$ cat src/common/cmo_pkg.sv
// shared constants for the comparator one control register bank
package cmo_pkg;
    // register byte offsets
    localparam logic [31:0] CMO_CTRL_OFFSET = 32'h0000_0000;
    localparam logic [31:0] CMO_VREF_OFFSET = 32'h0000_0004;
    // comparator_one_control field positions
    localparam int CMO_BIT_ENABLE = 7;
    localparam int CMO_BIT_RESULT = 6;
    localparam int CMO_BIT_PIN_DRIVE = 5;
    localparam int CMO_BIT_INVERT = 4;
    localparam int CMO_BIT_SPEED = 3;
    localparam int CMO_BIT_REF = 2;
    localparam int CMO_CHAN_LSB = 0;
    localparam int CMO_CHAN_W = 2;
    // voltage reference control field position
    localparam int CMO_BIT_VREF_ON = 0;
    // reset values
    localparam logic [7:0] CMO_CTRL_RESET = 8'h00;
    localparam logic CMO_VREF_RESET = 1'b0;
    // writable bits of the control register; the result bit is read-only
    localparam logic [7:0] CMO_CTRL_WMASK = 8'hBF;
    // AXI response codes
    localparam logic [1:0] CMO_RESP_OKAY = 2'h0;
    localparam logic [1:0] CMO_RESP_SLVERR = 2'h2;
endpackage

$ cat src/hdl/cmo_ctrl.sv
// comparator one control register bank with an AXI4-Lite slave
`timescale 1ns/1ps
module cmo_ctrl
    import cmo_pkg::*;
#(
    parameter int ADDR_W = 12
) (
    input wire logic aclk,
    input wire logic aresetn,
    input wire logic [ADDR_W-1:0] s_axi_awaddr,
    input wire logic s_axi_awvalid,
    output logic s_axi_awready,
    input wire logic [31:0] s_axi_wdata,
    input wire logic [3:0] s_axi_wstrb,
    input wire logic s_axi_wvalid,
    output logic s_axi_wready,
    output logic [1:0] s_axi_bresp,
    output logic s_axi_bvalid,
    input wire logic s_axi_bready,
    input wire logic [ADDR_W-1:0] s_axi_araddr,
    input wire logic s_axi_arvalid,
    output logic s_axi_arready,
    output logic [31:0] s_axi_rdata,
    output logic [1:0] s_axi_rresp,
    output logic s_axi_rvalid,
    input wire logic s_axi_rready,
    input wire logic cmp_one_raw,
    output logic cmp_one_enable,
    output logic [1:0] cmp_one_channel,
    output logic cmp_one_ref_select,
    output logic cmp_one_speed_power,
    output logic vref_enable,
    output logic cmp_one_result,
    output logic cmp_one_pin_out,
    output logic cmp_one_pin_oe_n
);
    logic [7:0] ctrl_q;
    logic vref_q;
    logic raw_sync;
    logic aw_held;
    logic [ADDR_W-1:0] aw_addr_q;
    logic w_held;
    logic [31:0] w_data_q;
    logic [3:0] w_strb_q;
    logic wr_fire;
    logic rd_fire;
    logic [1:0] wr_sel;
    logic [1:0] rd_sel;

    // bit 2 must exist to tell the two registers apart
    if (ADDR_W < 3 || ADDR_W > 32)
    begin : g_bad_addr_w
        $error("cmo_ctrl ADDR_W must lie in 3..32");
    end

    // bit 0 hits the control register, bit 1 the reference control
    function automatic logic [1:0] reg_hit(input logic [ADDR_W-1:0] a);
        logic [1:0] hit;
        hit = 2'h0;
        hit[0] = (a[ADDR_W-1:2] == CMO_CTRL_OFFSET[ADDR_W-1:2]);
        hit[1] = (a[ADDR_W-1:2] == CMO_VREF_OFFSET[ADDR_W-1:2]);
        return hit;
    endfunction

    // the analog result arrives asynchronously to aclk
    cmo_sync #(
        .STAGES(2)
    ) u_sync (
        .aclk(aclk),
        .aresetn(aresetn),
        .async_in(cmp_one_raw),
        .sync_out(raw_sync)
    );

    // write address and data are taken independently, in either order
    assign s_axi_awready = !aw_held;
    assign s_axi_wready = !w_held;
    assign wr_fire = aw_held && w_held && !s_axi_bvalid;
    assign wr_sel = reg_hit(aw_addr_q);

    always_ff @(posedge aclk)
    begin
        if (!aresetn)
        begin
            aw_held <= 1'b0;
            aw_addr_q <= '0;
        end
        else if (s_axi_awvalid && s_axi_awready)
        begin
            aw_held <= 1'b1;
            aw_addr_q <= s_axi_awaddr;
        end
        else if (wr_fire)
            aw_held <= 1'b0;
    end

    always_ff @(posedge aclk)
    begin
        if (!aresetn)
        begin
            w_held <= 1'b0;
            w_data_q <= 32'h0000_0000;
            w_strb_q <= 4'h0;
        end
        else if (s_axi_wvalid && s_axi_wready)
        begin
            w_held <= 1'b1;
            w_data_q <= s_axi_wdata;
            w_strb_q <= s_axi_wstrb;
        end
        else if (wr_fire)
            w_held <= 1'b0;
    end

    always_ff @(posedge aclk)
    begin
        if (!aresetn)
        begin
            s_axi_bvalid <= 1'b0;
            s_axi_bresp <= CMO_RESP_OKAY;
        end
        else if (wr_fire)
        begin
            s_axi_bvalid <= 1'b1;
            s_axi_bresp <= (wr_sel != 2'h0) ? CMO_RESP_OKAY : CMO_RESP_SLVERR;
        end
        else if (s_axi_bready)
            s_axi_bvalid <= 1'b0;
    end

    // only byte lane 0 carries register bits; other lanes are ignored
    always_ff @(posedge aclk)
    begin
        if (!aresetn)
            ctrl_q <= CMO_CTRL_RESET;
        else if (wr_fire && wr_sel[0] && w_strb_q[0])
            ctrl_q <= w_data_q[7:0] & CMO_CTRL_WMASK;
    end

    always_ff @(posedge aclk)
    begin
        if (!aresetn)
            vref_q <= CMO_VREF_RESET;
        else if (wr_fire && wr_sel[1] && w_strb_q[0])
            vref_q <= w_data_q[CMO_BIT_VREF_ON];
    end

    // the result is registered so status bit and pin agree in the same cycle;
    // while off the invert bit alone sets the level, which lets software preset it
    always_ff @(posedge aclk)
    begin
        if (!aresetn)
        begin
            cmp_one_result <= 1'b0;
            cmp_one_pin_out <= 1'b0;
            cmp_one_pin_oe_n <= 1'b1;
        end
        else
        begin
            cmp_one_result <= (ctrl_q[CMO_BIT_ENABLE] & raw_sync) ^ ctrl_q[CMO_BIT_INVERT];
            cmp_one_pin_out <= (ctrl_q[CMO_BIT_ENABLE] & raw_sync) ^ ctrl_q[CMO_BIT_INVERT];
            cmp_one_pin_oe_n <= !(ctrl_q[CMO_BIT_PIN_DRIVE] && ctrl_q[CMO_BIT_ENABLE]);
        end
    end

    assign cmp_one_enable = ctrl_q[CMO_BIT_ENABLE];
    assign cmp_one_channel = ctrl_q[CMO_CHAN_LSB +: CMO_CHAN_W];
    assign cmp_one_ref_select = ctrl_q[CMO_BIT_REF];
    assign cmp_one_speed_power = ctrl_q[CMO_BIT_SPEED];
    assign vref_enable = vref_q;

    // one read at a time; data sampled at the address handshake
    assign s_axi_arready = !s_axi_rvalid;
    assign rd_fire = s_axi_arvalid && s_axi_arready;
    assign rd_sel = reg_hit(s_axi_araddr);

    always_ff @(posedge aclk)
    begin
        if (!aresetn)
        begin
            s_axi_rvalid <= 1'b0;
            s_axi_rdata <= 32'h0000_0000;
            s_axi_rresp <= CMO_RESP_OKAY;
        end
        else if (rd_fire)
        begin
            s_axi_rvalid <= 1'b1;
            s_axi_rresp <= CMO_RESP_OKAY;
            if (rd_sel[0])
            begin
                s_axi_rdata <= {24'h00_0000, ctrl_q};
                s_axi_rdata[CMO_BIT_RESULT] <= cmp_one_result;
            end
            else if (rd_sel[1])
                s_axi_rdata <= {31'h0000_0000, vref_q};
            else
            begin
                s_axi_rdata <= 32'h0000_0000;
                s_axi_rresp <= CMO_RESP_SLVERR;
            end
        end
        else if (s_axi_rready)
            s_axi_rvalid <= 1'b0;
    end

    property p_reset_clear;
        @(posedge aclk) $fell(aresetn) |=> (ctrl_q == CMO_CTRL_RESET) && !vref_q;
    endproperty
    a_reset_clear: assert property (p_reset_clear) else $error("registers not cleared by reset");

    property p_off_after_reset;
        @(posedge aclk) disable iff (!aresetn)
        $rose(aresetn) |-> !cmp_one_enable && !vref_enable && cmp_one_pin_oe_n;
    endproperty
    a_off_after_reset: assert property (p_off_after_reset) else $error("not off after reset");

    property p_inverted;
        @(posedge aclk) disable iff (!aresetn)
        (ctrl_q[CMO_BIT_ENABLE] && ctrl_q[CMO_BIT_INVERT]) |=> (cmp_one_result == !$past(raw_sync));
    endproperty
    a_inverted: assert property (p_inverted) else $error("inverted result wrong");

    property p_plain;
        @(posedge aclk) disable iff (!aresetn)
        (ctrl_q[CMO_BIT_ENABLE] && !ctrl_q[CMO_BIT_INVERT]) |=> (cmp_one_result == $past(raw_sync));
    endproperty
    a_plain: assert property (p_plain) else $error("non-inverted result wrong");

    property p_pin_drive;
        @(posedge aclk) disable iff (!aresetn)
        (wr_fire && wr_sel[0] && w_strb_q[0]) |=> ##1
        (cmp_one_pin_oe_n == !($past(w_data_q[CMO_BIT_PIN_DRIVE], 2) && $past(w_data_q[7], 2)));
    endproperty
    a_pin_drive: assert property (p_pin_drive) else $error("pin drive not following write");

    property p_pin_matches;
        @(posedge aclk) disable iff (!aresetn)
        cmp_one_pin_out == cmp_one_result;
    endproperty
    a_pin_matches: assert property (p_pin_matches) else $error("pin and status disagree");

    property p_enable_write;
        @(posedge aclk) disable iff (!aresetn)
        (wr_fire && wr_sel[0] && w_strb_q[0]) |=> (cmp_one_enable == $past(w_data_q[CMO_BIT_ENABLE]));
    endproperty
    a_enable_write: assert property (p_enable_write) else $error("enable not written");

    property p_channel_write;
        @(posedge aclk) disable iff (!aresetn)
        (wr_fire && wr_sel[0] && w_strb_q[0]) |=> (cmp_one_channel == $past(w_data_q[1:0]));
    endproperty
    a_channel_write: assert property (p_channel_write) else $error("channel not written");

    property p_ref_speed_write;
        @(posedge aclk) disable iff (!aresetn)
        (wr_fire && wr_sel[0] && w_strb_q[0]) |=>
        (cmp_one_ref_select == $past(w_data_q[CMO_BIT_REF]))
        && (cmp_one_speed_power == $past(w_data_q[CMO_BIT_SPEED]));
    endproperty
    a_ref_speed_write: assert property (p_ref_speed_write) else $error("ref or speed wrong");

    property p_off_level;
        @(posedge aclk) disable iff (!aresetn)
        !ctrl_q[CMO_BIT_ENABLE] |=> (cmp_one_result == $past(ctrl_q[CMO_BIT_INVERT]));
    endproperty
    a_off_level: assert property (p_off_level) else $error("off level not set by invert");

    c_write_ctrl: cover property (@(posedge aclk) disable iff (!aresetn) wr_fire && wr_sel[0]);
    c_read_ctrl: cover property (@(posedge aclk) disable iff (!aresetn) rd_fire && rd_sel[0]);
    c_pin_driven: cover property (@(posedge aclk) disable iff (!aresetn) !cmp_one_pin_oe_n && cmp_one_pin_out);
    c_bad_addr: cover property (@(posedge aclk) disable iff (!aresetn) s_axi_rvalid && s_axi_rresp == CMO_RESP_SLVERR);
endmodule // cmo_ctrl

$ cat src/hdl/cmo_sync.sv
// multi-stage synchroniser for a level from outside the clock domain
`timescale 1ns/1ps
module cmo_sync #(
    parameter int STAGES = 2
) (
    input wire logic aclk,
    input wire logic aresetn,
    input wire logic async_in,
    output logic sync_out
);
    logic [STAGES-1:0] chain;

    // refused at elaboration: fewer than two stages would let metastability through
    if (STAGES < 2)
    begin : g_bad_stages
        $error("cmo_sync needs at least two stages");
    end

    // the first stage is read only by the next stage
    always_ff @(posedge aclk)
    begin
        if (!aresetn)
            chain <= '0;
        else
            chain <= {chain[STAGES-2:0], async_in};
    end

    assign sync_out = chain[STAGES-1];
endmodule // cmo_sync

$ cat config.mk
export PLATFORM = sky130hd
export DESIGN_NAME = cmo_ctrl
export DESIGN_NICKNAME = d
export VERILOG_FILES = /design/src/common/cmo_pkg.sv /design/src/hdl/cmo_ctrl.sv /design/src/hdl/cmo_sync.sv
export SDC_FILE = /design/constraint.sdc
export NUM_CORES = 1
export LEC_CHECK = 0
export BUFFER_PORTS_ARGS = -buffer_cell sky130_fd_sc_hd__buf_2
export CORE_MARGIN = 5
export CORE_UTILIZATION = 40
export CTS_CLUSTER_DIAMETER = 40
export DETAILED_ROUTE_END_ITERATION = 8
export PLACE_DENSITY = 0.75
export SYNTH_ARGS = -nofsm -noshare
export SYNTH_HDL_FRONTEND = slang
export SYNTH_SLANG_ARGS = --single-unit
$ cat constraint.sdc
create_clock -name aclk -period 2 [get_ports aclk]
set_clock_uncertainty 0.1 [all_clocks]
set_input_delay 0.2 -clock aclk [delete_from_list [all_inputs] [get_ports aclk]]
set_output_delay 0.2 -clock aclk [all_outputs]
set_load 0.05 [all_outputs]
==> results of run 1 <==
## layout by cell type, fill, tap and decap left out, types with 2 or more instances in the layout
| cell type | n |
|---|---|
| a21boi_0 | 11 |
| a22o_1 | 7 |
| and2_1 | 3 |
| buf_2 | 59 |
| buf_4 | 2 |
| clkbuf_8 | 5 |
| conb_1 | 26 |
| dfxtp_1 | 44 |
| inv_1 | 3 |
| mux2i_1 | 16 |
| nand2_1 | 38 |
| nand2b_1 | 3 |
| nor2_1 | 6 |
| nor2b_1 | 11 |
| nor3_1 | 2 |
| o21ai_0 | 2 |
## layer usage
metal	share of wire (%)	GRT usage (%)
met5	0	0
met4	0.83	4.12
met3	8.4	3.97
met2	46	18.8
met1	44	14.9
## state kept, by name, summed over array words and instances (netlist names), 2 cells and up
register and cells:
ctrl_q 7, aw_addr_q 10, w_data_q 7, u_sync.chain 2
s_axi_rdata 8
## timing repair
item,CTS,global route
hold buffers,0,1
setup buffers,0,0
setup endpoints to repair,0,0
hold endpoints to repair,0,1
## per-stage QoR
stage | hold WS (ns) | power, mW | util (%) | setup slack, ns | instances
2_1_floorplan | 0.216 | 1.22 | - | 0.225 | 229
3_3_place_gp | 0.301 | 1.24 | 45.5 | 0.302 | 305
3_5_place_dp | 0.305 | 1.24 | 45.5 | 0.262 | 305
4_1_cts | 0.00297 | 1.90 | 47.8 | 0.256 | 313
5_1_grt | 0.0535 | 1.97 | 48.0 | 0.184 | 314
6_report | 0.0333 | 1.88 | 48.0 | 0.295 | 314
## cells by family (layout without fill, tap and decap cells)
group | count (synthesis) | in the layout | synth area share (%)
xor gates and xnor gates | 1 | 1 | 0.457
and+or+nand+nor | 76 | 76 | 21.0
other | 1 | 26 | 0.196
buffers and inverters | 42 | 73 | 14.0
muxes | 17 | 17 | 8.94
AOI/OAI and AO/OA | 23 | 23 | 9.52
DFF | 44 | 44 | 45.9
## power groups by stage
stage                     registers (mW)  clock network, mW  logic [mW]
after floorplan                    0.964                  0       0.255
after global placement             0.949                  0       0.290
after detailed placement           0.950                  0       0.293
after CTS                          0.930              0.677       0.293
after global routing               0.935              0.714       0.318
final                              0.930              0.657       0.294
## synthesized netlist by cell type, types with 2 or more instances
library cell,instances,area (um2)
nand2b_1,3,18.8
a22o_1,7,61.3
inv_1,3,11.3
mux2i_1,16,160
nor3_1,2,10.0
nand2_1,38,143
nor2_1,6,22.5
dfxtp_1,44,881
o21ai_0,2,10.0
and2_1,3,18.8
nor2b_1,11,68.8
a21boi_0,11,82.6
buf_4,29,218
clkbuf_1,8,30.0
## worst min-delay path, delay by kind of cell
family	cells	cell delay [ns]
buffers and inverters	1	0.08
and+or+nand+nor	2	0.10
## worst min-delay path by stage
stage,to,slack [ns],cells after the start
2_1_floorplan,aw_held,0.22,2
3_3_place_gp,cmp_one_pin_oe_n,0.30,1
3_5_place_dp,cmp_one_pin_oe_n,0.31,1
4_1_cts,u_sync.chain[0],0.003,2
5_1_grt,aw_held,0.05,3
6_report,w_held,0.03,3
## area by class of cell
cell class | count | area [um2] | share of cell area, %
clock buffer | 6 | 72.6 | 3.22
clock inverter | 2 | 35.0 | 1.56
timing repair buffer | 62 | 320 | 14.2
inverter | 3 | 11.3 | 0.500
sequential | 44 | 881 | 39.1
tap | 54 | 67.6 | 3.00
multi-input combinational | 143 | 863 | 38.4
==> flow_summary.json, run 1 <==
{
  "maxCapViolCount": 0,
  "design.die.area_um2": 6280,
  "area_growth_syn_to_layout_pct": 17.4,
  "yosys_warnings": 0,
  "p_seq_share_pct": 49.4,
  "core_region_area_um2": 4690,
  "cts_root_buf": "clkbuf_8",
  "gr-total-overflow": 0,
  "fin_setup_tns_ns": 0,
  "netlist_instances": 204,
  "wire_per_inst_um": 11.4,
  "finalSetupViolations": 0,
  "switchingPower_mw": 0.523,
  "cts_max_level": 2,
  "grt_pass1_wl_um": 5930,
  "start_util_pct": 40.9,
  "cpPeakStageDelay_ns": 0.57,
  "path_depth": 3,
  "rrSetupSlack_ns": 0.29,
  "crit_family": "simple AND/OR/NAND/NOR gates",
  "clkLatencyLatePin_ns": 0.29,
  "io_buffers": 59,
  "start_kind": "flop",
  "rsz0062_at_grt": "false",
  "switching_share_pct": 27.8,
  "chipWidth_um": 79.2,
  "ant_nets": 0,
  "path_buf_inv": 0,
  "seq_area_frac_synth_pct": 45.9,
  "synthArstFlopShare_pct": 0,
  "cp.arrival_ns": 1.83,
  "tightest_slew_ns": 0.559,
  "post-route-period-util_pct": 85.3,
  "synth_flop_cell": "dfxtp_1",
  "grt_pass1_vias": 1307,
  "hold_violations": 0,
  "cts_buffer_depth": 2,
  "cts_made_buffers": 5,
  "required_ns": 2.13,
  "place_hpwl_um": 2770,
  "first_pass_iters": 4,
  "internal-power_mw": 1.36,
  "path_cells": "or4b_4 -> nor4_4 -> a22o_1",
  "via_per_inst": 4.46,
  "slew_headroom_pct": 62.7,
  "die_h_um": 79.2,
  "row_count": 25,
  "r2r-end": "s_axi_rdata[3]",
  "dpl_cell_area_um2": 2130,
  "pwr-share-clk_pct": 34.9,
  "outcome": "finished, final reports clean",
  "grt_antenna_before_repair": 0,
  "critPathMaxFanout": 7,
  "reg2reg_from": "s_axi_rvalid",
  "crit_path_end_kind": "flop",
  "ys_ff_latch": 44,
  "ys_types": 35,
  "combPwrFrac_pct": 15.6,
  "hp-class": "primary input to flop",
  "slew_violations": 0,
  "clk_pin_slew_ns": 0.08,
  "vias": 1400,
  "synth-edff-count": 0,
  "avgSynthCellArea_um2": 9.40,
  "stdcell_area_um2": 2250,
  "clock-sinks": 44,
  "crit_start": "s_axi_rvalid",
  "drtIter0Drc": 43,
  "drive_above_1_share_pct": 27.7,
  "n_antenna_cell": 0,
  "endpoint": "s_axi_rdata[3]",
  "fill_cells": 475,
  "drt-total-wl_um": 3590,
  "syn_area_um2": 1920,
  "cts_resized": 0,
  "reg2reg_depth": 3,
  "power.density_nw_per_um2": 835,
  "p_leak_nw": 1.03,
  "grt_usage_pct": 11.8,
  "period_minus_slack_ns": 1.71,
  "ir_drop_mv": 0.305,
  "hold_start": "s_axi_wvalid",
  "critPathKind": "flop to flop",
  "critPathSlowestCell": "or4b_4",
  "cts_tree": "done",
  "grt_max_degree": 40,
  "nets": 327,
  "fmax_mhz": 586,
  "num_io_pins": 118,
  "drc": 0,
  "gp_congestion": 0.752
}
(Power assumes the default switching activity.)
==> run 2, diff against run 1 <==
- BUFFER_PORTS_ARGS: -buffer_cell sky130_fd_sc_hd__buf_2 -> unset
- DONT_BUFFER_PORTS: unset -> 1
- MAX_ROUTING_LAYER: unset -> met4
- PLACE_DENSITY: 0.75 -> unset
==> run 2 against run 1 <==
  * Die area unchanged
  * Total power down 5.3%
  * Global-route usage is 0.25 points higher
  * Sequential power up 1%
  * Combinational power barely moved
  * Maximum frequency grew 2.0%
  * Sequential share of layout area up 0.57 points
  * Register-to-register slack improved by 0.03 ns
  * First-iteration DRC count decreased by 16%
  * Via count fell by 6.1%
  * Critical path depth is the same
  * Largest power group unchanged
==> flow_summary.json, run 2 (synthesized netlist as in run 1, its figures left out) <==
{
  "outcome": "finished, final reports clean",
  "post-route-period-util_pct": 83.6,
  "slew_violations": 0,
  "vias": 1315,
  "final_common_cell": "dfxtp_1",
  "ant_nets": 0,
  "power.density_nw_per_um2": 803,
  "use_met2_pct": 18.3,
  "drtIter0Drc": 36,
  "gp_congestion": 0.732,
  "required_ns": 2.13,
  "layout_common_cells": "dfxtp_1, nand2_1, conb_1",
  "grt_antenna_before_repair": 0,
  "grt_pass1_wl_um": 5750,
  "pwr-share-clk_pct": 30.9,
  "hold_end": "cmp_one_pin_oe_n",
  "drt-total-wl_um": 3710,
  "cts_buffer_depth": 2,
  "grt_use_met1_pct": 15.4,
  "holdPathStages": 2,
  "slew_headroom_pct": 57.4,
  "crit_start": "s_axi_rvalid",
  "cts_tree": "done",
  "r2r-end": "s_axi_rdata[4]",
  "hold_violations": 0,
  "switching_share_pct": 28.2,
  "crit_path_end_kind": "flop",
  "p_leak_nw": 0.893,
  "top_register": "aw_addr_q",
  "critPathMaxFanout": 7,
  "area_growth_syn_to_layout_pct": 15.7,
  "clock-sinks": 44,
  "hold_ws_ns": 0.0805,
  "reg2reg_depth": 3,
  "start_kind": "flop",
  "clk_pin_slew_ns": 0.08,
  "critPathKind": "flop to flop",
  "rsz0062_at_grt": "false",
  "place_hpwl_um": 2620,
  "cts_max_level": 2,
  "reg2reg_from": "s_axi_rvalid",
  "first_pass_iters": 4,
  "internal-power_mw": 1.28,
  "cts_setup_buffers": 0,
  "switchingPower_mw": 0.502,
  "wire_per_inst_um": 13.1,
  "hold_start": "aresetn",
  "gr-total-overflow": 0,
  "tightest_slew_ns": 0.638,
  "cts_root_buf": "clkbuf_8",
  "core_region_area_um2": 4690,
  "fmax_mhz": 598,
  "p_seq_share_pct": 52.8,
  "finalSetupViolations": 0,
  "die_h_um": 79.2,
  "ir_drop_mv": 0.365,
  "drive_above_1_share_pct": 7.42,
  "clkLatencyLatePin_ns": 0.28,
  "largest_register_ffs": 10,
  "rrSetupSlack_ns": 0.33,
  "row_count": 25,
  "fin_setup_tns_ns": 0,
  "start_util_pct": 40.9,
  "design.die.area_um2": 6280,
  "period_minus_slack_ns": 1.67,
  "cts_made_buffers": 5,
  "grt_pass1_vias": 1196,
  "grt_usage_pct": 12.1,
  "combPwrFrac_pct": 16.3,
  "via_per_inst": 4.65,
  "grt-busiest-layer": "met2",
  "n_antenna_cell": 0,
  "grt_use_met3_pct": 3.51,
  "io_buffers": 0,
  "maxCapViolCount": 0,
  "nets": 296,
  "hp-class": "primary input to flop",
  "grt_max_degree": 44,
  "cp.arrival_ns": 1.80,
  "reg_top3": "aw_addr_q (10), s_axi_rdata (8)",
  "num_io_pins": 118,
  "chipWidth_um": 79.2,
  "drc": 0
}
## run 2: cell count changes in the layout (fill, tap and decap cells not counted), sizes merged
cell and change:
buf -54, dlygate4sd3 +23, clkbuf +2, bufinv -1, clkinv -1
## run 2: stage by stage
stage | power, mW | instances | worst slack, ns | util [%] | instance area [um2]
final | 1.78 | 283 | 0.328 | 47.3 | 2220
after detailed placement | 1.20 | 250 | 0.316 | 39.8 | 1870
after CTS | 1.81 | 283 | 0.298 | 47.3 | 2220
after global placement | 1.20 | 250 | 0.333 | 39.8 | 1870
after global routing | 1.88 | 283 | 0.214 | 47.3 | 2220
after floorplan | 1.22 | 229 | 0.225 | - | 2010
## run 2: per-layer routing
| layer | wire (um) | vias up | part of all wire [%] |
|---|---|---|---|
| met5 | 0 | - | 0 |
| li1 | - | 672 | - |
| met2 | 1620 | 64 | 44 |
| met1 | 1760 | 577 | 47 |
| met4 | 31 | 0 | 0.83 |
| met3 | 307 | 2 | 8.3 |
## run 2: worst max path at each step
stage	slack [ns]	end	depth (start not counted)
final	0.33	s_axi_rdata[4]	3
after CTS	0.30	s_axi_rdata[4]	3
after detailed placement	0.32	s_axi_rdata[4]	3
after floorplan	0.23	s_axi_rdata[7]	3
after global routing	0.21	s_axi_rdata[2]	3
after global placement	0.33	s_axi_rdata[4]	3
## run 2: layout make-up
cell class              instances  area, um2
fillers                       457       2470
flip-flops and latches         44        881
multi-input cells             143        863
repair buffers                 31        305
clock buffers                   8       90.1
well taps                      54       67.6
inverters                       3       11.3
## run 2: repair_timing
item,in CTS,in global routing
hold buffers,25,0
hold endpoints to repair,37,0
gates resized for setup,0,0
## run 2: power groups by stage
stage | Clock (mW) | Sequential [mW] | Combinational [mW]
finish | 0.550 | 0.940 | 0.291
global route | 0.619 | 0.944 | 0.313
CTS | 0.579 | 0.940 | 0.291
detailed placement | 0 | 0.960 | 0.238
global placement | 0 | 0.960 | 0.236
floorplan | 0 | 0.964 | 0.255
## run 2: critical path, cell delays in order, from the launching register on
cell	delay, ns
dfxtp_1	0.32
or4b_4	0.55
nor4_4	0.45
a22o_1	0.20
==> run 3, diff against run 2 <==
- clock period: 2 -> 1.45 ns (I/O delays scaled with it)
==> run 3 against run 2 <==
  * The flow now finishes with violations (setup timing)
  * Worst hold slack worse by 0.056 ns
  * Largest power group unchanged
  * Global-route usage up 0.89 points
  * Final area up 8.0%
  * Worst setup slack worse by 0.39 ns
  * Clock-buffer cell count unchanged
==> flow_summary.json, run 3 (synthesized netlist as in run 1, its figures left out) <==
{
  "outcome": "complete, but fails checks",
  "violations": "setup timing",
  "r2r-end": "s_axi_rdata[7]",
  "vias": 1380,
  "nets": 316,
  "cts_max_level": 2,
  "core_region_area_um2": 4690,
  "n_antenna_cell": 0,
  "wire_per_inst_um": 12.4,
  "required_ns": 1.58,
  "post-route-period-util_pct": 104,
  "cts_buffer_depth": 2,
  "period_minus_slack_ns": 1.51,
  "fin_ws_ns": -0.0578,
  "dpl_cell_area_um2": 2040,
  "crit_path_end_kind": "flop",
  "first_pass_iters": 4,
  "clkLatencyLatePin_ns": 0.29,
  "clock-sinks": 44,
  "finalSetupViolations": 7,
  "cts_tree": "done",
  "cts_root_buf": "clkbuf_8",
  "area_growth_syn_to_layout_pct": 24.9,
  "stdcell_area_um2": 2390,
  "gp_congestion": 0.696,
  "place_hpwl_um": 2640,
  "drc": 0,
  "layout_common_cells": "dfxtp_1, nand2_1, conb_1",
  "start_util_pct": 40.9,
  "p_leak_nw": 1.01,
  "placedCellCount": 270,
  "design.die.area_um2": 6280,
  "maxCapViolCount": 0,
  "slew_violations": 0,
  "row_count": 25,
  "grt_pass1_vias": 1406,
  "grt_usage_pct": 12.9,
  "drt-total-wl_um": 3750,
  "start_kind": "flop",
  "reg2reg_depth": 4,
  "grt_antenna_before_repair": 0,
  "hold_violations": 0,
  "power.density_nw_per_um2": 1040,
  "rsz0062_at_grt": "true",
  "io_buffers": 0,
  "via_per_inst": 4.55,
  "hp-class": "primary input to flop",
  "rrSetupSlack_ns": -0.06,
  "gr-total-overflow": 0,
  "critPathKind": "flop to flop",
  "chipWidth_um": 79.2,
  "cp.arrival_ns": 1.64,
  "reg2reg_from": "s_axi_rvalid",
  "reg_top3": "aw_addr_q (10), s_axi_rdata (8)",
  "stdcell_count": 303,
  "drtIter0Drc": 41,
  "holdPathStages": 2,
  "critPathMaxFanout": 7,
  "largest_register_ffs": 10,
  "fill_cells": 444,
  "multi_input_area_um2": 880,
  "ir_drop_mv": 0.707,
  "hold_end": "cmp_one_pin_oe_n",
  "power_mw": 2.50,
  "num_io_pins": 118,
  "drive_above_1_share_pct": 17.3,
  "cts_made_buffers": 5,
  "ant_nets": 0,
  "final_common_cell": "dfxtp_1",
  "grt_max_degree": 44,
  "fmax_mhz": 663,
  "seq_area_um2": 887,
  "clk_pin_slew_ns": 0.08,
  "grt_pass1_wl_um": 6270,
  "final_util_pct": 51.0,
  "hold_start": "aresetn",
  "top_register": "aw_addr_q",
  "die_h_um": 79.2
}
-- run 3: how the worst max path moves through the flow --
stage | from | endpoint | slack [ns]
floorplan | s_axi_rvalid | s_axi_rdata[7] | -0.18
global placement | s_axi_rvalid | s_axi_rdata[2] | -0.16
detailed placement | s_axi_rvalid | s_axi_rdata[7] | -0.17
CTS | s_axi_rvalid | s_axi_rdata[7] | -0.09
global route | s_axi_rvalid | s_axi_rdata[6] | -0.14
finish | s_axi_rvalid | s_axi_rdata[7] | -0.06
-- run 3: layer usage --
metal,vias to the layer above,global-route usage [%],routed length [um]
met5,-,-,0
met4,0,5.15,59
met3,6,3.29,281
met2,59,20.5,1610
met1,601,15.8,1800
li1,714,-,-
-- run 3: timing repair --
| item | 4_1_cts | 5_1_grt |
|---|---|---|
| gates resized for setup | 3 | 3 |
| hold buffers | 25 | 0 |
| hold endpoints to repair | 37 | 0 |
| pin swaps | 5 | 6 |
| endpoints found under the setup margin | 15 | 15 |
| buffers inserted | 1 | 0 |
-- run 3: critical path: stages (launching register included) --
cell	delay, ns
dfxtp_4	0.34
or4b_4	0.50
nor4_4	0.23
buf_6	0.16
a22o_1	0.12
-- run 3: report_power, final --
group,internal (mW),switching (mW)
Clock,0.388,0.379
Combinational,0.144,0.304
Sequential,1.25,0.0271
-- run 3: cell type report --
class / instances / share of cell area, %
sequential: 44 / 37.0
tap: 54 / 2.82
clock buffer: 8 / 3.76
inverter: 3 / 0.470
timing repair buffer: 51 / 19.2
multi-input combinational: 143 / 36.7
-- run 3: metrics by stage --
step | setup TNS [ns] | setup WS (ns) | hold WS (ns)
finish | -0.357 | -0.0578 | 0.0247
global route | -1.00 | -0.137 | 0.0347
detailed placement | -1.37 | -0.170 | 0.144
global placement | -1.40 | -0.162 | 0.142
floorplan | -1.26 | -0.180 | 0.161
CTS | -0.537 | -0.0862 | 0.0194
